[config.mk]
export PLATFORM = sky130hd
export DESIGN_NAME = eight_bit_interval_timer
export DESIGN_NICKNAME = d
export VERILOG_FILES = /design/src/design/interval_timer_pkg.sv /design/src/design/rate_prescaler.sv /design/src/design/eight_bit_interval_timer.sv
export SDC_FILE = /design/constraint.sdc
export NUM_CORES = 1
export LEC_CHECK = 0
export ABC_AREA = 1
export BUFFER_PORTS_ARGS = -buffer_cell sky130_fd_sc_hd__buf_2
export CAP_MARGIN = 25
export CELL_PAD_IN_SITES_DETAIL_PLACEMENT = 1
export CELL_PAD_IN_SITES_GLOBAL_PLACEMENT = 2
export CORE_MARGIN = 5
export CORE_UTILIZATION = 32
export CTS_CLUSTER_SIZE = 16
export DETAILED_ROUTE_END_ITERATION = 10
export GPL_TIMING_DRIVEN = 0
export MAX_ROUTING_LAYER = met4
export PLACE_DENSITY_LB_ADDON = 0.1
export SLEW_MARGIN = 5
export SYNTH_ARGS = -nofsm -noshare
export SYNTH_HDL_FRONTEND = slang
export SYNTH_SLANG_ARGS = --single-unit
[constraint.sdc]
create_clock -name i_clock -period 3.7 [get_ports i_clock]
set_input_delay 0.185 -clock i_clock [delete_from_list [all_inputs] [get_ports i_clock]]
set_output_delay 0.185 -clock i_clock [all_outputs]
set_load 0.01 [all_outputs]
[src/design/interval_timer_pkg.sv]
// Shared constants, types and bus carriers for the interval timer.
// Assumes a single instruction clock and an AHB-Lite register bus.
`default_nettype none

package interval_timer_pkg;

    // ****************************************
    // Register indices and byte addresses
    // ****************************************
    localparam logic [7:0] MODE_REG_IDX = 8'hd8;   // Timer mode register
    localparam logic [7:0] COUNT_REG_IDX = 8'hd9;  // Count register
    localparam logic [7:0] STATUS_REG_IDX = 8'he0; // Sticky event status
    localparam logic [7:0] MASK_REG_IDX = 8'he1;   // Interrupt mask
    localparam int ADDR_SHIFT = 2;                 // One word per index

    // ****************************************
    // Field positions
    // ****************************************
    localparam int EN_BIT = 7;       // Count enable bit
    localparam int RATE_LSB = 4;     // Prescale select, low bit
    localparam int RATE_W = 3;       // Prescale select width
    localparam int FLAG_BIT = 0;     // Overflow flag and its mask bit

    // ****************************************
    // Values after reset and limits
    // ****************************************
    localparam int COUNT_W = 8;                       // Counter width
    localparam logic [7:0] COUNT_RST = 8'h00;         // Count reset
    localparam logic [7:0] COUNT_MAX = 8'hff;         // Wrap point
    localparam logic [2:0] RATE_RST = 3'h0;           // Divide by 256
    localparam int DIV_W = 8;                         // Prescaler width
    localparam logic [1:0] HTRANS_NONSEQ = 2'h2;      // Bus transfer
    localparam logic [31:0] RDATA_RST = 32'h00000000; // Idle read data

    // ****************************************
    // Bus phase of the register slave
    // ****************************************
    typedef enum logic [1:0] {
        BUS_IDLE,
        BUS_WRITE,
        BUS_READ_WAIT,
        BUS_READ_DONE
    } bus_phase_t;

    // AHB-Lite request toward the slave
    typedef struct packed {
        logic hsel;
        logic [31:0] haddr;
        logic [1:0] htrans;
        logic hwrite;
        logic [2:0] hsize;
        logic [31:0] hwdata;
        logic hready;
    } ahb_req_t;

    // AHB-Lite response from the slave
    typedef struct packed {
        logic hreadyout;
        logic hresp;
        logic [31:0] hrdata;
    } ahb_rsp_t;

    // Whole state of the timer block
    typedef struct packed {
        bus_phase_t phase;
        logic [31:0] addr;
        logic en;
        logic [RATE_W-1:0] rate;
        logic [COUNT_W-1:0] count;
        logic flag;
        logic irq_en;
        logic wake;
        logic [31:0] rdata;
    } timer_state_t;

    // Whole state of the prescaler
    typedef struct packed {
        logic [DIV_W-1:0] div;
        logic tick;
    } presc_state_t;

endpackage : interval_timer_pkg

`default_nettype wire

[src/design/rate_prescaler.sv]
// Divides the instruction clock by 256 down to 2 into a tick strobe.
// Assumes the divider restarts from zero whenever counting is stopped.
`default_nettype none

module rate_prescaler #(
    parameter int DW = interval_timer_pkg::DIV_W
) (
    input wire logic i_clock,
    input wire logic i_resetn,
    input wire logic i_run,
    input wire logic [interval_timer_pkg::RATE_W-1:0] i_rate,
    output logic o_tick
);
    import interval_timer_pkg::*;

    presc_state_t st_ff;  // Registered state
    presc_state_t nxt_st; // Next state
    logic [DW-1:0] mask;  // Low divider bits that must be all ones

    // ****************************************
    // Divider and tick
    // ****************************************
    // Code 0 looks at all bits (256), code 7 at one bit (2)
    always_comb begin
        mask = {DW{1'b1}} >> i_rate;
        nxt_st = st_ff;
        if (i_run) begin
            nxt_st.div = st_ff.div + 1'b1;
            nxt_st.tick = (st_ff.div & mask) == mask; // see (RL4)
        end else begin
            // Stopped: restart phase so the first tick is a full period
            nxt_st.div = '0;
            nxt_st.tick = 1'b0;
        end
    end

    // State register
    always_ff @(posedge i_clock or negedge i_resetn) begin
        if (!i_resetn) begin
            st_ff <= '0;
        end else begin
            st_ff <= nxt_st;
        end
    end

    assign o_tick = st_ff.tick;
endmodule : rate_prescaler

`default_nettype wire

[src/design/eight_bit_interval_timer.sv]
// Eight-bit interval timer with an AHB-Lite register slave.
// Assumes i_clock is the instruction clock and all inputs are synchronous.
`default_nettype none

// Functional notes
// (RL1) Eight-bit counter adds one per selected tick
// (RL2) Wrap to zero continues, raises interrupt request
// (RL3) Mode bit seven enables counting, resets zero
// (RL4) Rate code selects divide 256 down to 2
// (RL5) Count register readable, writable, resets zero
// (RL6) Software preloads 256 minus interval times rate
// (RL7) Overflow wakes system from green mode
// (RL8) Software follows the documented setup order
// (RL9) Flag sets even with interrupt disabled
// (RL10) Disabled counter holds, later resumes same value
module eight_bit_interval_timer (
    input wire logic i_clock,
    input wire logic i_resetn,
    input wire interval_timer_pkg::ahb_req_t i_ahb,
    output interval_timer_pkg::ahb_rsp_t o_ahb,
    input wire logic i_green_mode,
    output logic o_irq,
    output logic o_wakeup
);
    import interval_timer_pkg::*;

    // ****************************************
    // Declarations
    // ****************************************
    timer_state_t st_ff;  // Registered state
    timer_state_t nxt_st; // Next state
    logic tick;           // Prescaled count strobe
    logic take;           // Address phase accepted
    logic wr_mode;        // Mode register written now
    logic wr_count;       // Count register written now
    logic wr_status;      // Status register written now
    logic wr_mask;        // Mask register written now
    logic ovf;            // Counter wraps this cycle
    logic [7:0] rd_val;   // Value for the captured read address

    // Matches a bus address to a register index
    function automatic logic reg_at(
        input logic [31:0] addr,
        input logic [7:0] idx
    );
        reg_at = addr == (32'(idx) << ADDR_SHIFT);
    endfunction

    // ****************************************
    // Prescaler
    // ****************************************
    // Runs only while counting is enabled
    rate_prescaler #(
        .DW(DIV_W)
    ) u_prescaler (
        .i_clock(i_clock),
        .i_resetn(i_resetn),
        .i_run(st_ff.en),
        .i_rate(st_ff.rate),
        .o_tick(tick)
    );

    // ****************************************
    // Bus decode
    // ****************************************
    // Write strobes act in the data phase of a write
    always_comb begin
        take = i_ahb.hsel && i_ahb.hready && (i_ahb.htrans == HTRANS_NONSEQ);
        wr_mode = 1'b0;
        wr_count = 1'b0;
        wr_status = 1'b0;
        wr_mask = 1'b0;
        if (st_ff.phase == BUS_WRITE) begin
            wr_mode = reg_at(st_ff.addr, MODE_REG_IDX);
            wr_count = reg_at(st_ff.addr, COUNT_REG_IDX);
            wr_status = reg_at(st_ff.addr, STATUS_REG_IDX);
            wr_mask = reg_at(st_ff.addr, MASK_REG_IDX);
        end
    end

    // Read multiplexer; unmapped addresses read zero
    always_comb begin
        rd_val = 8'h00;
        if (reg_at(st_ff.addr, MODE_REG_IDX)) begin
            rd_val[EN_BIT] = st_ff.en;
            rd_val[RATE_LSB +: RATE_W] = st_ff.rate;
        end else if (reg_at(st_ff.addr, COUNT_REG_IDX)) begin
            rd_val = st_ff.count; // see (RL5)
        end else if (reg_at(st_ff.addr, STATUS_REG_IDX)) begin
            rd_val[FLAG_BIT] = st_ff.flag;
        end else if (reg_at(st_ff.addr, MASK_REG_IDX)) begin
            rd_val[FLAG_BIT] = st_ff.irq_en;
        end
    end

    // ****************************************
    // Counter and overflow
    // ****************************************
    // A count write in the same cycle beats the tick
    assign ovf = tick && st_ff.en && !wr_count
        && (st_ff.count == COUNT_MAX); // see (RL2)

    // ****************************************
    // Next state
    // ****************************************
    always_comb begin
        nxt_st = st_ff;
        // Bus phase sequencing
        unique case (st_ff.phase)
            BUS_READ_WAIT: begin
                // Wait state: capture the read data
                nxt_st.rdata = {24'h000000, rd_val};
                nxt_st.phase = BUS_READ_DONE;
            end
            BUS_IDLE, BUS_WRITE, BUS_READ_DONE: begin
                // Ready: a new address phase may start
                if (take) begin
                    nxt_st.addr = i_ahb.haddr;
                    nxt_st.phase = i_ahb.hwrite ? BUS_WRITE : BUS_READ_WAIT;
                end else begin
                    nxt_st.phase = BUS_IDLE;
                end
            end
        endcase

        // Mode register: enable and prescale select
        if (wr_mode) begin
            nxt_st.en = i_ahb.hwdata[EN_BIT]; // see (RL3)
            nxt_st.rate = i_ahb.hwdata[RATE_LSB +: RATE_W]; // see (RL4)
        end

        // Counter: load, count, or hold
        if (wr_count) begin
            nxt_st.count = i_ahb.hwdata[COUNT_W-1:0]; // see (RL5)
        end else if (tick && st_ff.en) begin
            // Wraps from max to zero and keeps going
            nxt_st.count = st_ff.count + 1'b1; // see (RL1) (RL2)
        end else begin
            nxt_st.count = st_ff.count; // see (RL10)
        end

        // Sticky flag: overflow wins over a write-one clear
        if (ovf) begin
            nxt_st.flag = 1'b1; // see (RL9)
        end else if (wr_status && i_ahb.hwdata[FLAG_BIT]) begin
            nxt_st.flag = 1'b0;
        end

        // Interrupt mask
        if (wr_mask) begin
            nxt_st.irq_en = i_ahb.hwdata[FLAG_BIT];
        end

        // Wake pulse on overflow in green mode
        nxt_st.wake = ovf && i_green_mode; // see (RL7)
    end

    // ****************************************
    // State register
    // ****************************************
    always_ff @(posedge i_clock or negedge i_resetn) begin
        if (!i_resetn) begin
            st_ff.phase <= BUS_IDLE;
            st_ff.addr <= 32'h00000000;
            st_ff.en <= 1'b0;
            st_ff.rate <= RATE_RST;
            st_ff.count <= COUNT_RST;
            st_ff.flag <= 1'b0;
            st_ff.irq_en <= 1'b0;
            st_ff.wake <= 1'b0;
            st_ff.rdata <= RDATA_RST;
        end else begin
            st_ff <= nxt_st;
        end
    end

    // ****************************************
    // Outputs
    // ****************************************
    // Only read data waits one cycle; response is always OKAY
    always_comb begin
        o_ahb.hreadyout = st_ff.phase != BUS_READ_WAIT;
        o_ahb.hresp = 1'b0;
        o_ahb.hrdata = st_ff.rdata;
    end

    // Flag reaches the interrupt line only when unmasked
    assign o_irq = st_ff.flag && st_ff.irq_en; // see (RL9)
    assign o_wakeup = st_ff.wake;
endmodule : eight_bit_interval_timer

`default_nettype wire

==> results.md <==
* Status: completed
* Leakage power total at 0.002287 uW
* Setup slack, reg-to-reg at 2.19 ns
* Residual DRC at 0
* Area grow syn2layout at 22.96%
* Final worst slack at 1.931 ns
* GRT Util Overall at 0.1353
* Antenna Nets Post-Route at 0
* Post-CTS Resized at 0
* DRT iter0 DRCs at 60
* Pre-CTS setup slack at 2.174 ns
* Vias in the first global route at 2899
* Peak VDD IR at 0.3456 mV
* CTS max path bufs at 2
* Power, Total at 1930 uW
* Critical path class: reg2out
* Diode count at 0
* Root buffer cell: clkbuf_8
* DRT Wirelength at 8.110 mm
* Final worst-path cycle share at 0.4780
* Hold Vio Cnt, Final at 0
* Total net switching power at 543.0 uW
* Die X-Extent at 114.7 um
* Top_reg_cell synth: dfrtp_1
* Hold path start: i_ahb[36]
* Register area share after synthesis at 0.4706
* Latest clock arrival within the worst-skew pair at 0.35 ns
* CP startpoint kind: flop
* Ys async rst share at 1.000
* CTS tree: built
* Share of layout cells above drive strength 1 at 0.3313
* Overflow after GRT at 0
* Total CTS buffers at 9
* Class of the worst hold path: in2reg
* Hold Path Cell Cnt at 2
* Row count at 38
* Count leader, synth: nand2_1
* HPWL Detailed at 6.274 mm
* Initial antenna violation count at 0
* Int Power at 1387 uW
* First-pass GRT wire length at 13.65 mm
* Avg Cell Area, Syn at 9.022 sq um
* RSZ-0062 raised after global routing: no
* Largest net degree at the start of global routing at 39
* Clk sinks at 66
* Yosys top cell area share at 0.4706
* # IOs at 111
* Critical-path top delay cell: dfrtp_1
* Max_cap viols at 0
* Worst EP required at 3.51 ns
* Critical Path Max Stage Delay at 0.39 ns
* Starting density of the core at 0.3252
* Die Y at 114.7 um
* Final TNS setup at 0 ns
* Per-cell routed wire length at 12.89 um
* Worst setup EP type: output pin
* Comb power frac at 0.188
* # hold bufs at CTS at 1
* Placed cells at 612
* Reg2reg path depth at 5
* Crit path time final at 1.769 ns
* Post-synth EDFFs at 0
* Pwr/cell area at 447.1 mW/mm^2
* Post-synth cell types at 35
* Clock-pin transition on the worst setup and hold timing paths at 0.07 ns
* Reg2reg start: st_ff[79]
* Layout Nets at 561
* Largest cells by area after synthesis: dfrtp_1 47%, nand2_1 7.8%, buf_4 7.3%
* Post-synth top area cell: dfrtp_1
* Finished Layout Cells at 629
* Clock Power Share at 0.346
* GP Congestion at 0.7611
* Crit-path leading delay family: buffers and inverters
* Seq pwr share at 0.465
* Die area at 0.01316 sq mm
* Post-CTS Setup Repair Bufs at 0
* CP bufs+invs at 2
* Hold EP: st_ff[80]
* Post-synthesis register bit count at 66
* Clk_skew at 0.007111 ns
* FF-to-FF End: st_ff[71]
* Pins Over Slew Limit at 0
* Pre-antenna DRT Iters at 4
* Port Buffer Count at 58
* Syn Inst Count at 389
* Switching part of the total power at 0.2814
* Fmax at 0.5654 GHz
* Routed via count at 2776
* Critical Path AT at 1.58 ns
* Final design area excluding fillers at 0.004315 sq mm
* Post-Syn Area at 0.003510 sq mm
* DP Area at 0.004088 sq mm
* Crit-path cells: nand2_1 > clkbuf_1 > buf_2
* Vias per inst at 4.413
* Crit-path max FO at 10
* Setup violators final at 0
* Post-synth top cells: 73 x nand2_1, 66 x dfrtp_1, 41 x nor2_1, 39 x nand3_1, 34 x buf_4
* Synth warn at 0
* Core area at 0.01079 sq mm
* H-tree level count at 3
final cells by class:
type	instances	area, sq um
flip-flops and latches	66	1652
repair buffers	60	322.8
fillers	1272	6477
clock inverters	7	93.84
clock buffers	9	123.9
inverters	36	140.1
well taps	140	175.2
multi-input cells	269	1489
plain buffers	42	319.1
metrics by stage:
stage	hold slack, ns	utilization
floorplan	-0.1106	-
global placement	0.3968	0.3767
detailed placement	0.1544	0.3787
CTS	0.02325	0.3998
global route	0.01817	0.3998
finish	0.03979	0.3998
worst reg2reg max path: cells and delay by family (launching register included):
kind          cells  cell delay, ns
mux               1            0.31
buf+inv           2            0.29
flops             1            0.36
simple gates      2            0.43
flip-flops by register name (all words and copies together) (netlist names):
signal	count
u_prescaler.o_tick	1
u_prescaler.st_ff	8
o_ahb	8
o_wakeup	1
st_ff	48
worst max-delay path by stage:
stage / startpoint / end / slack [ns] / cells after the start
after detailed placement: st_ff[79] / st_ff[71] / 2.17 / 5
after floorplan: st_ff[79] / st_ff[67] / 2.36 / 5
final: st_ff[80] / o_ahb[33] / 1.93 / 3
after CTS: st_ff[80] / o_ahb[33] / 1.86 / 3
after global placement: i_resetn / st_ff[67] / 2.06 / 1
after global routing: st_ff[80] / o_ahb[33] / 1.76 / 3
logic make-up after synthesis:
| logic type | share of synthesized area |
|---|---|
| simple gates | 0.2645 |
| buf+inv | 0.1308 |
| flops | 0.4706 |
| compound gates | 0.04135 |
| mux | 0.06952 |
| xor+xnor | 0.01497 |
| fa+ha+maj | 0.007129 |
| other cells | 0.001068 |
power by group through the flow:
stage                     combinational (uW)  sequential (uW)  clock, uW
final                                    363              898        668
after global routing                     413              912        728
after CTS                                373              900        701
after detailed placement                 371              913          0
after global placement                   357              908          0
after floorplan                          272              897          0
placed cells by master (no fill, tap or decap), types with 7 or more instances in the layout:
master    netlist  layout
mux2_4         11      11
inv_1          28      28
nand3_1        39      39
conb_1          1      25
buf_2           3      60
nor2_1         41      41
inv_2           7       7
dfrtp_1        66      66
buf_4          34      35
mux2_2          7       7
nand4_1        10      10
clkbuf_8        0       9
a21oi_1        20      20
nand2_1        73      73
layer usage:
layer  vias to the layer above  GRT usage  part of all wire
li1                       1390          -                 -
met1                      1326     0.1565              0.44
met2                        50     0.2305              0.51
met3                        10    0.03594             0.042
met4                         0    0.03991             0.013
met5                         -          -                 0
Note: power is estimated with default switching activity, not from simulation.
